<file path="config.mk">
export PLATFORM = sky130hd
export DESIGN_NAME = hwirq_triplet
export DESIGN_NICKNAME = d
export VERILOG_FILES = /design/src/design/hwirq_pkg.sv /design/src/design/hwirq_tx_watchdog.sv /design/src/design/hwirq_triplet.sv
export SDC_FILE = /design/constraint.sdc
export NUM_CORES = 1
export LEC_CHECK = 0
export ABC_CLOCK_PERIOD_IN_PS = 2400
export BUFFER_PORTS_ARGS = -buffer_cell sky130_fd_sc_hd__buf_2
export CAP_MARGIN = 15
export CORE_ASPECT_RATIO = 2
export CORE_MARGIN = 1
export CORE_UTILIZATION = 55
export DETAILED_ROUTE_END_ITERATION = 10
export PLACE_DENSITY = 0.92
export SYNTH_ARGS = -nofsm -noshare
export SYNTH_HDL_FRONTEND = slang
export SYNTH_SLANG_ARGS = --single-unit
</file>
<file path="constraint.sdc">
create_clock -name MCLK -period 2.4 [get_ports MCLK]
set_input_delay 0.12 -clock MCLK [delete_from_list [all_inputs] [get_ports MCLK]]
set_output_delay 0.12 -clock MCLK [all_outputs]
set_load 0.005 [all_outputs]
</file>
<file path="src/design/hwirq_pkg.sv">
// package for the hardware interrupt register triplet
package hwirq_pkg;
  // register offsets on the register port
  localparam logic [15:0] HWIRQ_PENDING_OFS = 16'h0006;
  localparam logic [15:0] HWIRQ_ENABLE_OFS = 16'h000f;
  localparam logic [15:0] HWIRQ_OUT_EN_OFS = 16'h0013;
  // bit positions: 15..13 shared by all three registers, summary bits 2 and 0 in pending only
  localparam int HWIRQ_HOST_LINK_BIT = 15;
  localparam int HWIRQ_EEPROM_BIT = 14;
  localparam int HWIRQ_RAM_BIT = 13;
  localparam int HWIRQ_RT_SUM_BIT = 2;
  localparam int HWIRQ_BC_SUM_BIT = 0;
  // reset values and writable masks
  localparam logic [15:0] HWIRQ_ENABLE_RST = 16'h6000;
  localparam logic [15:0] HWIRQ_OUT_EN_RST = 16'h6000;
  localparam logic [15:0] HWIRQ_PENDING_RST = 16'h0000;
  localparam logic [15:0] HWIRQ_ENABLE_WMASK = 16'hffe0;
  localparam logic [15:0] HWIRQ_OUT_EN_WMASK = 16'hfff8;
  localparam logic [15:0] HWIRQ_PEND_CLR_MASK = 16'hfff8;
  localparam logic [15:0] HWIRQ_LOG_ADDR_WORD = 16'h0000;
  // transmitter watchdog timing
  localparam int HWIRQ_CLK_PERIOD_PS = 4000;
  localparam int HWIRQ_WDOG_TIME_NS = 663000;
  localparam int HWIRQ_WDOG_CYCLES = (HWIRQ_WDOG_TIME_NS * 1000) / HWIRQ_CLK_PERIOD_PS;
  localparam int HWIRQ_WDOG_CNT_W = 18;
  localparam int HWIRQ_TX_COUNT = 2;

  typedef struct packed {
    logic host_frame_err;
    logic eeprom_checksum_err;
    logic ram_init_mismatch;
    logic ram_parity_fail;
  } hwirq_event_type;

  typedef struct packed {
    logic wr;
    logic rd;
    logic [15:0] addr;
    logic [15:0] wdata;
  } hwirq_req_type;
endpackage

</file>
<file path="src/design/hwirq_tx_watchdog.sv">
// continuous transmission watchdog for one bus transmitter
`timescale 1ns/100ps
module hwirq_tx_watchdog
  import hwirq_pkg::*;
#(
  parameter int LIMIT = HWIRQ_WDOG_CYCLES
) (
  input wire logic mclk,
  input wire logic reset_n,
  input wire logic tx_active,
  output logic tx_inhibit,
  output logic timeout
);
  logic [HWIRQ_WDOG_CNT_W-1:0] cnt_q;
  logic [HWIRQ_WDOG_CNT_W-1:0] cnt_d;
  logic inhibit_q;
  logic inhibit_d;
  logic hit;
  localparam logic [HWIRQ_WDOG_CNT_W-1:0] LAST = HWIRQ_WDOG_CNT_W'(LIMIT - 1);

  // counts cycles of transmission, trips once at the limit
  assign hit = tx_active && !inhibit_q && (cnt_q == LAST);
  assign cnt_d = !tx_active ? '0 : (inhibit_q ? cnt_q : cnt_q + 1'b1);
  assign inhibit_d = tx_active && (inhibit_q || hit);
  assign tx_inhibit = inhibit_q;
  assign timeout = hit;

  always_ff @(posedge mclk or negedge reset_n) begin
    if (!reset_n) begin
      cnt_q <= '0;
      inhibit_q <= 1'b0;
    end else begin
      cnt_q <= cnt_d;
      inhibit_q <= inhibit_d;
    end
  end

  trip_stops_tx_a: assert property (@(posedge mclk) disable iff (!reset_n)
    hit |=> tx_inhibit)
    else $error("watchdog did not stop transmitter");
  inhibit_holds_a: assert property (@(posedge mclk) disable iff (!reset_n)
    (tx_inhibit && tx_active) |=> tx_inhibit)
    else $error("watchdog released a running transmitter");
  no_early_trip_a: assert property (@(posedge mclk) disable iff (!reset_n)
    (tx_active && cnt_q < LAST && !inhibit_q) |=> !tx_inhibit)
    else $error("watchdog tripped early");
endmodule

</file>
<file path="src/design/hwirq_triplet.sv">
// hardware interrupt enable, pending and output enable registers
//
// Behaviour
// bits 15..3 share one layout in all three registers
// enable register bits 4..0 are read-only, host writes ignored
// output enable bits 2..0 are read-only, host cannot set them
// pending bits 2 and 0 summarise terminal and controller pending registers
// bad host serial clock count sets bit 15; resets to zero
// eeprom and ram-init events work only if auto-init pin high at reset release
// eeprom checksum failure sets pending 14 and master status bit 1
// ram parity failure sets bit 13; data is not corrected
// ram parity failure clears the ram-init-fail master status flag
// host reads master status to tell init failure from parity failure
// ram init mismatch sets pending 13 and master status bit 0
// each transmitter has a watchdog stopping transmission past 663 us
// enabled watchdog timeout sets pending bit and writes a log entry
// watchdog timeout drives the request pin when output enable 13 set
// one two-word log entry per event set, one info bit per event
// simultaneous output-enabled events OR into one request assertion
// pending bit 2 high while any terminal pending bit is set
// pending latches only enabled events; request only for output-enabled pending
`timescale 1ns/100ps
module hwirq_triplet
  import hwirq_pkg::*;
#(
  parameter int WDOG_CYCLES = HWIRQ_WDOG_CYCLES
) (
  input wire logic MCLK,
  input wire logic RESET_N,
  input wire logic AUTO_INIT_SELECT_PIN,
  input wire logic REG_WR,
  input wire logic REG_RD,
  input wire logic [15:0] REG_ADDR,
  input wire logic [15:0] REG_WDATA,
  output logic [15:0] REG_RDATA,
  input wire logic HOST_LINK_FRAME_ERROR,
  input wire logic EEPROM_CHECKSUM_ERROR,
  input wire logic RAM_INIT_MISMATCH,
  input wire logic RAM_PARITY_FAIL,
  input wire logic TERMINAL_PENDING_ANY,
  input wire logic CONTROLLER_PENDING_ANY,
  input wire logic [HWIRQ_TX_COUNT-1:0] TX_ACTIVE,
  output logic [HWIRQ_TX_COUNT-1:0] TX_INHIBIT,
  input wire logic MSTAT_CLEAR,
  output logic MSTAT_EEPROM_CHECKSUM_FAIL,
  output logic MSTAT_RAM_INIT_FAIL,
  output logic IRQ,
  output logic LOG_WR,
  output logic [15:0] LOG_INFO_WORD,
  output logic [15:0] LOG_ADDR_WORD
);
  hwirq_event_type evt;
  hwirq_req_type req;
  logic [15:0] enable_q, enable_d;
  logic [15:0] out_en_q, out_en_d;
  logic [15:0] pend_q, pend_d;
  logic [15:0] raw_set, new_set, clr_vec;
  logic [15:0] rdata_d;
  logic [15:0] rdata_q;
  logic [15:0] log_info_q;
  logic log_wr_q;
  logic irq_q;
  logic auto_q;
  logic auto_taken_q;
  logic ee_fail_q, ee_fail_d;
  logic ri_fail_q, ri_fail_d;
  logic [HWIRQ_TX_COUNT-1:0] wdog_trip;
  logic wdog_any;
  logic sel_pend, sel_en, sel_oe;
  logic ee_evt, ri_evt;

  ////////////////////////////////////////////////////////////////////////////
  // per transmitter watchdogs
  genvar g;
  generate
    for (g = 0; g < HWIRQ_TX_COUNT; g = g + 1) begin : g_wdog
      hwirq_tx_watchdog #(.LIMIT(WDOG_CYCLES)) u_wdog (
        .mclk(MCLK),
        .reset_n(RESET_N),
        .tx_active(TX_ACTIVE[g]),
        .tx_inhibit(TX_INHIBIT[g]),
        .timeout(wdog_trip[g])
      );
    end
  endgenerate
  assign wdog_any = |wdog_trip;

  ////////////////////////////////////////////////////////////////////////////
  // event collection
  assign evt = '{host_frame_err: HOST_LINK_FRAME_ERROR,
                 eeprom_checksum_err: EEPROM_CHECKSUM_ERROR,
                 ram_init_mismatch: RAM_INIT_MISMATCH,
                 ram_parity_fail: RAM_PARITY_FAIL};
  assign req = '{wr: REG_WR, rd: REG_RD, addr: REG_ADDR, wdata: REG_WDATA};
  assign ee_evt = evt.eeprom_checksum_err && auto_q;
  assign ri_evt = evt.ram_init_mismatch && auto_q;

  // raw events on the shared bit layout, gated by enable
  assign raw_set = ({evt.host_frame_err, 15'h0000}
                  | {1'b0, ee_evt, 14'h0000}
                  | {2'b00, ri_evt || evt.ram_parity_fail || wdog_any, 13'h0000})
                  & enable_q;
  assign new_set = raw_set & ~pend_q;

  ////////////////////////////////////////////////////////////////////////////
  // register port decode
  assign sel_pend = req.addr == HWIRQ_PENDING_OFS;
  assign sel_en = req.addr == HWIRQ_ENABLE_OFS;
  assign sel_oe = req.addr == HWIRQ_OUT_EN_OFS;
  assign clr_vec = (req.wr && sel_pend) ? (req.wdata & HWIRQ_PEND_CLR_MASK) : 16'h0000;
  assign enable_d = (req.wr && sel_en) ? (req.wdata & HWIRQ_ENABLE_WMASK) : enable_q;
  assign out_en_d = (req.wr && sel_oe) ? (req.wdata & HWIRQ_OUT_EN_WMASK) : out_en_q;
  // set wins over a host clear in the same cycle; summaries track live
  assign pend_d = (((pend_q & ~clr_vec) | raw_set) & HWIRQ_PEND_CLR_MASK)
                | {13'h0000, TERMINAL_PENDING_ANY, 1'b0, CONTROLLER_PENDING_ANY};
  assign rdata_d = !req.rd ? rdata_q :
                   sel_pend ? pend_q : sel_en ? enable_q : sel_oe ? out_en_q : 16'h0000;

  // master status flags
  assign ee_fail_d = ee_evt || (ee_fail_q && !MSTAT_CLEAR);
  assign ri_fail_d = !evt.ram_parity_fail && (ri_evt || (ri_fail_q && !MSTAT_CLEAR));

  ////////////////////////////////////////////////////////////////////////////
  // state
  always_ff @(posedge MCLK or negedge RESET_N) begin
    if (!RESET_N) begin
      enable_q <= HWIRQ_ENABLE_RST;
      out_en_q <= HWIRQ_OUT_EN_RST;
      pend_q <= HWIRQ_PENDING_RST;
      rdata_q <= 16'h0000;
      ee_fail_q <= 1'b0;
      ri_fail_q <= 1'b0;
    end else begin
      enable_q <= enable_d;
      out_en_q <= out_en_d;
      pend_q <= pend_d;
      rdata_q <= rdata_d;
      ee_fail_q <= ee_fail_d;
      ri_fail_q <= ri_fail_d;
    end
  end

  // auto-init strap caught on the first edge after reset release
  always_ff @(posedge MCLK or negedge RESET_N) begin
    if (!RESET_N) begin
      auto_q <= 1'b0;
      auto_taken_q <= 1'b0;
    end else if (!auto_taken_q) begin
      auto_q <= AUTO_INIT_SELECT_PIN;
      auto_taken_q <= 1'b1;
    end
  end

  // log entry and request line
  always_ff @(posedge MCLK or negedge RESET_N) begin
    if (!RESET_N) begin
      log_wr_q <= 1'b0;
      log_info_q <= 16'h0000;
      irq_q <= 1'b0;
    end else begin
      log_wr_q <= |new_set;
      log_info_q <= new_set;
      irq_q <= |(pend_q & out_en_q);
    end
  end

  assign REG_RDATA = rdata_q;
  assign LOG_WR = log_wr_q;
  assign LOG_INFO_WORD = log_info_q;
  assign LOG_ADDR_WORD = HWIRQ_LOG_ADDR_WORD;
  assign IRQ = irq_q;
  assign MSTAT_EEPROM_CHECKSUM_FAIL = ee_fail_q;
  assign MSTAT_RAM_INIT_FAIL = ri_fail_q;

  ////////////////////////////////////////////////////////////////////////////
  // checks
  irq_follows_pend_a: assert property (@(posedge MCLK) disable iff (!RESET_N)
    (|(pend_q & out_en_q)) |=> IRQ)
    else $error("request not raised for output-enabled pending bit");
  irq_quiet_a: assert property (@(posedge MCLK) disable iff (!RESET_N)
    !(|(pend_q & out_en_q)) |=> !IRQ)
    else $error("request raised with nothing pending");
  en_low_ro_a: assert property (@(posedge MCLK) disable iff (!RESET_N)
    (REG_WR && sel_en) |=> (enable_q[4:0] == 5'h00 && enable_q[15:5] == $past(REG_WDATA[15:5])))
    else $error("enable register write handled wrongly");
  oe_low_ro_a: assert property (@(posedge MCLK) disable iff (!RESET_N)
    (REG_WR && sel_oe) |=> out_en_q[2:0] == 3'h0)
    else $error("output enable low bits were set");
  rt_summary_a: assert property (@(posedge MCLK) disable iff (!RESET_N)
    TERMINAL_PENDING_ANY |=> pend_q[HWIRQ_RT_SUM_BIT])
    else $error("terminal summary bit missing");
  disabled_event_a: assert property (@(posedge MCLK) disable iff (!RESET_N)
    (HOST_LINK_FRAME_ERROR && !enable_q[15] && !pend_q[15]) |=> !pend_q[15])
    else $error("disabled event latched");
  set_wins_a: assert property (@(posedge MCLK) disable iff (!RESET_N)
    (HOST_LINK_FRAME_ERROR && enable_q[15]) |=> pend_q[15])
    else $error("enabled host link error lost");
  parity_clears_a: assert property (@(posedge MCLK) disable iff (!RESET_N)
    RAM_PARITY_FAIL |=> (!MSTAT_RAM_INIT_FAIL && (pend_q[13] || !$past(enable_q[13]))))
    else $error("parity failure handled wrongly");
  strap_gate_a: assert property (@(posedge MCLK) disable iff (!RESET_N)
    (auto_taken_q && !auto_q && EEPROM_CHECKSUM_ERROR) |=> !MSTAT_EEPROM_CHECKSUM_FAIL[*1])
    else $error("eeprom event acted without auto-init strap");
  log_entry_a: assert property (@(posedge MCLK) disable iff (!RESET_N)
    (|new_set) |=> (LOG_WR && LOG_INFO_WORD == $past(new_set)))
    else $error("log entry missing for new pending bit");
  log_quiet_a: assert property (@(posedge MCLK) disable iff (!RESET_N)
    !(|new_set) |=> !LOG_WR)
    else $error("log entry without new pending bit");
  ctrl_summary_a: assert property (@(posedge MCLK) disable iff (!RESET_N)
    CONTROLLER_PENDING_ANY |=> pend_q[HWIRQ_BC_SUM_BIT])
    else $error("controller summary bit missing");
  ee_status_a: assert property (@(posedge MCLK) disable iff (!RESET_N)
    (EEPROM_CHECKSUM_ERROR && auto_q) |=> MSTAT_EEPROM_CHECKSUM_FAIL)
    else $error("eeprom status flag not set");
  init_status_a: assert property (@(posedge MCLK) disable iff (!RESET_N)
    (RAM_INIT_MISMATCH && auto_q && !RAM_PARITY_FAIL) |=> MSTAT_RAM_INIT_FAIL)
    else $error("ram init status flag not set");
  ram_strap_a: assert property (@(posedge MCLK) disable iff (!RESET_N)
    (auto_taken_q && !auto_q && RAM_INIT_MISMATCH) |=> !MSTAT_RAM_INIT_FAIL)
    else $error("ram init event acted without auto-init strap");
  wdog_pend_a: assert property (@(posedge MCLK) disable iff (!RESET_N)
    (wdog_any && enable_q[HWIRQ_RAM_BIT]) |=> pend_q[HWIRQ_RAM_BIT])
    else $error("watchdog timeout not latched");
endmodule

</file>
==> impl_metrics.env, run 1 <==
export IMPL_critPathLaunchType="register"
export IMPL_outcome="complete, no violations"
export IMPL_area_growth_pct=16.49
export IMPL_track_usage_pct=25.58
export IMPL_grt_pass1_wl_um=17460
export IMPL_overflow=0
export IMPL_cpPeakStageDelay_ps=540
export IMPL_endpoint_kind="register"
export IMPL_yosys_top_cells_area="dfrtp_1 50%, mux2_2 5.6%, buf_4 5.1%, xnor2_1 4.1%, and2_1 3.7%"
export IMPL_fmax_mhz=506.4
export IMPL_port_buffers=66
export IMPL_arrival_ps=2250
export IMPL_yosys_area_top_type="dfrtp_1"
export IMPL_fin_area_sq_mm=0.005658
export IMPL_drive_above_1_share_pct=23.31
export IMPL_row_count=48
export IMPL_synth_common_cells="97 x dfrtp_1, 33 x buf_4, 29 x and2_1, 29 x nand2_1, 24 x mux2_2"
export IMPL_synth_edf_count=0
export IMPL_grt_start_max_net_pins=54
export IMPL_synth_ff_type="dfrtp_1"
export IMPL_drc_errors=0
export IMPL_maxCapViolations=0
export IMPL_wl_um=10540
export IMPL_cts_tree="yes"
export IMPL_chipWidth_um=68.45
export IMPL_postSynthAreaPerCell_sq_um=10.99
export IMPL_powerDensity_mw_per_mm2=604.7
export IMPL_min_period_ps=1975
export IMPL_p_leak_nw=2.718
export IMPL_synth_seq_area_share_pct=52.14
export IMPL_yosys_warnings=0
export IMPL_crit_fanout=6
export IMPL_drtIter0Drc=270
export IMPL_ctsHoldBuffers=15
export IMPL_ys_types=47
export IMPL_fin_util_pct=65.88
export IMPL_slowest_stage="nor3_1"
export IMPL_post_dp_cell_area_sq_mm=0.005201
export IMPL_grt_setup_unrepaired="false"
export IMPL_syn_instance_count=442
export IMPL_ys_ff_latch=101
export IMPL_die_h_um=134.9
export IMPL_clk_latency_ps=340
export IMPL_antenna_found_initial=0
export IMPL_cp_cell_sequence="ha_1, nand4b_1, nor3_1, and3_1, xor2_1, and2_1"
export IMPL_min_period_over_period_pct=82.28
export IMPL_wl_per_cell_um=16.68
export IMPL_dr_pass1_iters=4
export IMPL_core_area_sq_mm=0.008588
export IMPL_gp_congestion=0.8331
export IMPL_clock_sinks=101
export IMPL_start_util_pct=56.56
export IMPL_die_area_sq_mm=0.009234
export IMPL_ioPinCount=100
export IMPL_cts_buffer_depth=2
export IMPL_ir_worst_vdd_mv=0.3839
export IMPL_drv_slew=0
export IMPL_yosysTopAreaCellShare_pct=49.97
export IMPL_fill_cells=659
export IMPL_vias=3584
export IMPL_cts_root_buffer="clkbuf_16"
export IMPL_cts_setup_buffers=0
export IMPL_path_class="reg -> reg"
export IMPL_cts_buffers_inserted=9
export IMPL_hold_slack_ps=3.937
export IMPL_antenna_cells=0
export IMPL_relSlewSlack_pct=51.77
export IMPL_setup_viol=0
export IMPL_clk_pin_slew_ps=70
export IMPL_ant_nets=0
export IMPL_finalClockSkew_ps=8.222
export IMPL_hp_class="in -> reg"
export IMPL_ys_async_sr_fraction_pct=100.0
export IMPL_synth_area_sq_mm=0.004857
export IMPL_grt_pass1_vias=3693
export IMPL_final_nets=578
export IMPL_htreeDepth=3
export IMPL_tns_ps=0
export IMPL_crit_required_ps=2680
export IMPL_worstPathBufferInverterCount=0
export IMPL_synth_most_common_cell="dfrtp_1"
export IMPL_cts_resized=0
export IMPL_crit_family="simple AND/OR/NAND/NOR gates"
export IMPL_viasPerCell=5.671
export IMPL_worst_pin_slew_ps=716.9
export IMPL_detailed_place_hpwl_um=7391
export IMPL_finalHoldViolCount=0
placed cells by master (no fill, tap or decap), drive strengths merged, types with 5 or more instances in the layout:
| master | synthesis | final |
|---|---|---|
| dfrtp | 97 | 97 |
| buf | 35 | 77 |
| conb | 2 | 31 |
| nand2 | 30 | 30 |
| and2 | 29 | 29 |
| mux2 | 25 | 25 |
| xnor2 | 23 | 23 |
| o21ai | 22 | 22 |
| nor2b | 17 | 17 |
| dlygate4sd3 | 0 | 15 |
| a21oi | 14 | 14 |
| a21boi | 14 | 14 |
| a22oi | 13 | 13 |
| nand3 | 12 | 12 |
| nand4 | 11 | 11 |
| clkbuf | 11 | 11 |
| and3 | 9 | 9 |
| inv | 8 | 8 |
| xor2 | 7 | 7 |
| nor2 | 7 | 7 |
| or3 | 6 | 6 |
| nor4 | 5 | 5 |
| nor3 | 5 | 5 |
area by class of cell:
type                       count  area [sq um]  share of cell area, %
timing repair buffer          92         565.5                  9.996
tap                          100         125.1                  2.211
sequential                   101          2532                  44.76
multi-input combinational    316          2098                  37.09
inverter                       8         30.03                 0.5307
clock buffer                  11         232.7                  4.113
clock inverter                 4         73.82                  1.305
power by group:
part / leakage (nW) / switching (mW) / internal, mW
Clock: 0.150 / 0.601 / 0.908
Sequential: 1.38 / 0.0175 / 1.72
Combinational: 1.19 / 0.104 / 0.0711
Total: 2.72 / 0.723 / 2.70
stage by stage:
stage | setup WS (ps) | cells | total power [mW]
CTS | 414.4 | 632 | 3.450
detailed placement | 262.0 | 602 | 1.925
global placement | 315.2 | 602 | 1.917
global route | 177.7 | 632 | 3.540
floorplan | 511.9 | 471 | 1.857
finish | 425.3 | 632 | 3.422
state kept, by name (all words and copies together), names as in the netlist:
register,cells
MSTAT_RAM_INIT_FAIL,1
auto_q,1
g_wdog.u_wdog.tx_inhibit,2
REG_RDATA,15
auto_taken_q,1
g_wdog.u_wdog.cnt_q,36
pend_q,15
MSTAT_EEPROM_CHECKSUM_FAIL,1
LOG_WR,1
IRQ,1
out_en_q,13
enable_q,11
LOG_INFO_WORD,3
per-layer routing:
metal  up-vias  part of all wire, %  GRT usage, %
li1       1662                    -             -
met1      1788                   37         29.09
met5         -                    0             0
met3        16                  4.0         5.321
met4         0                  1.7         11.11
met2       118                   57         44.28
cells by family after synthesis:
group	Yosys count	synth area share (%)
adder cells (fa/ha/maj)	4	1.030
XOR/XNOR	30	5.410
other	2	0.1546
AO/OA/AOI/OAI	73	9.609
buffers and inverters	54	6.904
AND/OR/NAND/NOR	153	18.96
multiplexers	25	5.796
flip-flops	101	52.14
worst paths after layout:
| path | startpoint | to | slack (ps) | cells after the start |
|---|---|---|---|---|
| max in group asynchronous | RESET_N | g_wdog[1].u_wdog.cnt_q[8] | 1330 | 3 |
| max | g_wdog[0].u_wdog.cnt_q[0] | g_wdog[0].u_wdog.cnt_q[12] | 430 | 6 |
| min in group asynchronous | RESET_N | LOG_INFO_WORD[14] | 340 | 2 |
| min | REG_WDATA[12] | pend_q[12] | 4 | 2 |
| min reg2reg | pend_q[0] | REG_RDATA[0] | 470 | 2 |
| max reg2reg | g_wdog[0].u_wdog.cnt_q[0] | g_wdog[0].u_wdog.cnt_q[12] | 430 | 6 |
Power figures use the tool's default switching activity.
==> inputs of run 2 (changes only) <==
- ABC_CLOCK_PERIOD_IN_PS: 2400 -> 1900
- clock period: 2.4 -> 1.9 ns (I/O delays scaled with it)
==> run 2 against run 1 <==
Effect of this change:
- clock power is 26% higher
- sequential power up 26%
- non-clock buffer count up 23
- via count is 2.7% higher
- global-route usage grew 0.48 points
- utilization rose by 3.2 points
- cell count rose by 3.8%
- critical path depth is 1 higher
- setup slack got worse by 250 ps
- largest power group unchanged
==> impl_metrics.env, run 2 (synthesized netlist as in run 1, its figures left out) <==
export IMPL_fmax_mhz=579.2
export IMPL_cts_setup_buffers=0
export IMPL_gp_congestion=0.8445
export IMPL_powerDensity_mw_per_mm2=734.1
export IMPL_crit_required_ps=2120
export IMPL_tns_ps=0
export IMPL_crit_fanout=2
export IMPL_reg2reg_depth=7
export IMPL_cts_buffer_depth=2
export IMPL_grt_start_max_net_pins=48
export IMPL_track_usage_pct=26.05
export IMPL_area_growth_pct=22.08
export IMPL_cts_root_buffer="clkbuf_16"
export IMPL_p_leak_nw=2.851
export IMPL_outcome="complete, no violations"
export IMPL_largest_reg_flops=36
export IMPL_final_cells=656
export IMPL_die_area_sq_mm=0.009234
export IMPL_setup_viol=0
export IMPL_arrival_ps=1950
export IMPL_maxCapViolations=0
export IMPL_post_dp_cell_area_sq_mm=0.005414
export IMPL_ir_worst_vdd_mv=0.8262
export IMPL_chipWidth_um=68.45
export IMPL_hp_class="in -> reg"
export IMPL_top_register="g_wdog.u_wdog.cnt_q"
export IMPL_clk_latency_ps=350
export IMPL_drive_above_1_share_pct=26.98
export IMPL_grt_pass1_wl_um=17770
export IMPL_drtIter0Drc=287
export IMPL_wl_per_cell_um=16.35
export IMPL_crit_path_start="g_wdog[1].u_wdog.cnt_q[0]"
export IMPL_drc_errors=0
export IMPL_start_util_pct=56.56
export IMPL_r2r_start="g_wdog[1].u_wdog.cnt_q[0]"
export IMPL_cts_buffers_inserted=9
export IMPL_vias=3680
export IMPL_final_cell_mix="97 x dfrtp_1, 65 x buf_2, 31 x conb_1, 29 x nand2_1, 29 x and2_1"
export IMPL_post_place_ws_ps=-72.04
export IMPL_ant_nets=0
export IMPL_final_common_cell="dfrtp_1"
export IMPL_wl_um=10720
export IMPL_row_count=48
export IMPL_min_period_ps=1726
export IMPL_port_buffers=66
export IMPL_fin_area_sq_mm=0.005929
export IMPL_critPathLaunchType="register"
export IMPL_viasPerCell=5.610
export IMPL_path_class="reg -> reg"
export IMPL_antenna_cells=0
export IMPL_htreeDepth=3
export IMPL_die_h_um=134.9
export IMPL_endpoint_kind="register"
export IMPL_clock_sinks=101
export IMPL_grt_setup_unrepaired="false"
export IMPL_cp_endpoint="LOG_WR"
export IMPL_ioPinCount=100
export IMPL_layout_setup_ws_ps=173.6
export IMPL_dp_cells=622
export IMPL_dr_pass1_iters=5
export IMPL_cpPeakStageDelay_ps=380
export IMPL_fill_cells=628
export IMPL_min_period_over_period_pct=90.86
export IMPL_final_nets=601
export IMPL_rr_endpoint="LOG_WR"
export IMPL_finalHoldViolCount=0
export IMPL_finalClockSkew_ps=7.738
export IMPL_cp_cell_sequence="ha_1, and4b_1, nand4_1, or2_4, a311oi_2, buf_4, or3_1"
export IMPL_core_area_sq_mm=0.008588
export IMPL_slowest_stage="dfrtp_1"
export IMPL_hold_slack_ps=8.486
export IMPL_drv_slew=0
export IMPL_antenna_found_initial=0
export IMPL_grt_pass1_vias=3765
export IMPL_detailed_place_hpwl_um=7500
export IMPL_worst_r2r_setup_slack_ps=170
export IMPL_cts_tree="yes"
export IMPL_clk_pin_slew_ps=70
export IMPL_overflow=0
## run 2: changes by cell type in the layout (fill, tap and decap cells not counted), moves of 2 or more
cell,change
clkbuf_1,-2
buf_12,+5
buf_4,+15
inv_6,+3
nor4_1,-2
nor4_2,+2
dlygate4sd3_1,+3
## run 2: worst min path at each step
stage	to	cells past startpoint	start	slack, ps
finish	pend_q[11]	2	REG_WDATA[11]	8
global route	pend_q[11]	2	REG_WDATA[11]	2
CTS	pend_q[11]	2	REG_WDATA[11]	3
detailed placement	g_wdog[0].u_wdog.cnt_q[14]	1	RESET_N	70
global placement	g_wdog[0].u_wdog.cnt_q[10]	1	RESET_N	60
floorplan	IRQ	0	RESET_N	-200
## run 2: cell type report
type / count / area, sq um / area share, %
sequential: 101 / 2532 / 42.71
multi-input combinational: 316 / 2120 / 35.75
timing repair buffer: 115 / 808.3 / 13.63
clock buffer: 10 / 239.0 / 4.030
tap: 100 / 125.1 / 2.110
clock inverter: 6 / 75.07 / 1.266
inverter: 8 / 30.03 / 0.5064
## run 2: timing repair
action / 4_1_cts / 5_1_grt
gates resized for setup: 0 / 4
setup endpoints to repair: 0 / 4
hold buffers: 18 / 0
hold endpoints to repair: 53 / 0
## run 2: worst max-delay path, delay by kind of cell, from the launching register on
family                     cells  cell delay [ps]
AOI/OAI and AO/OA              1               90
adders and majority gates      1              210
DFF                            1              380
and+or+nand+nor                4              750
buffers and inverters          1              160
## run 2: stage by stage
step	util (%)	power [mW]
3_5_place_dp	63.04	2.450
6_report	69.04	4.353
5_1_grt	69.04	4.517
4_1_cts	68.79	4.383
3_3_place_gp	63.04	2.437
2_1_floorplan	-	2.346
## run 2: power breakdown
group	leakage [nW]	internal (mW)	switching (mW)
clock network	0.152	1.08	0.834
registers	1.38	2.17	0.0165
logic	1.32	0.108	0.144
total	2.85	3.36	0.994
## run 2: metal layers
metal / up-vias / wire length [um] / track usage [%]
met5: - / 0 / 0
met4: 0 / 238 / 11.46
met3: 23 / 417 / 4.561
met2: 119 / 6112 / 46.95
met1: 1820 / 3956 / 28.24
li1: 1718 / - / -
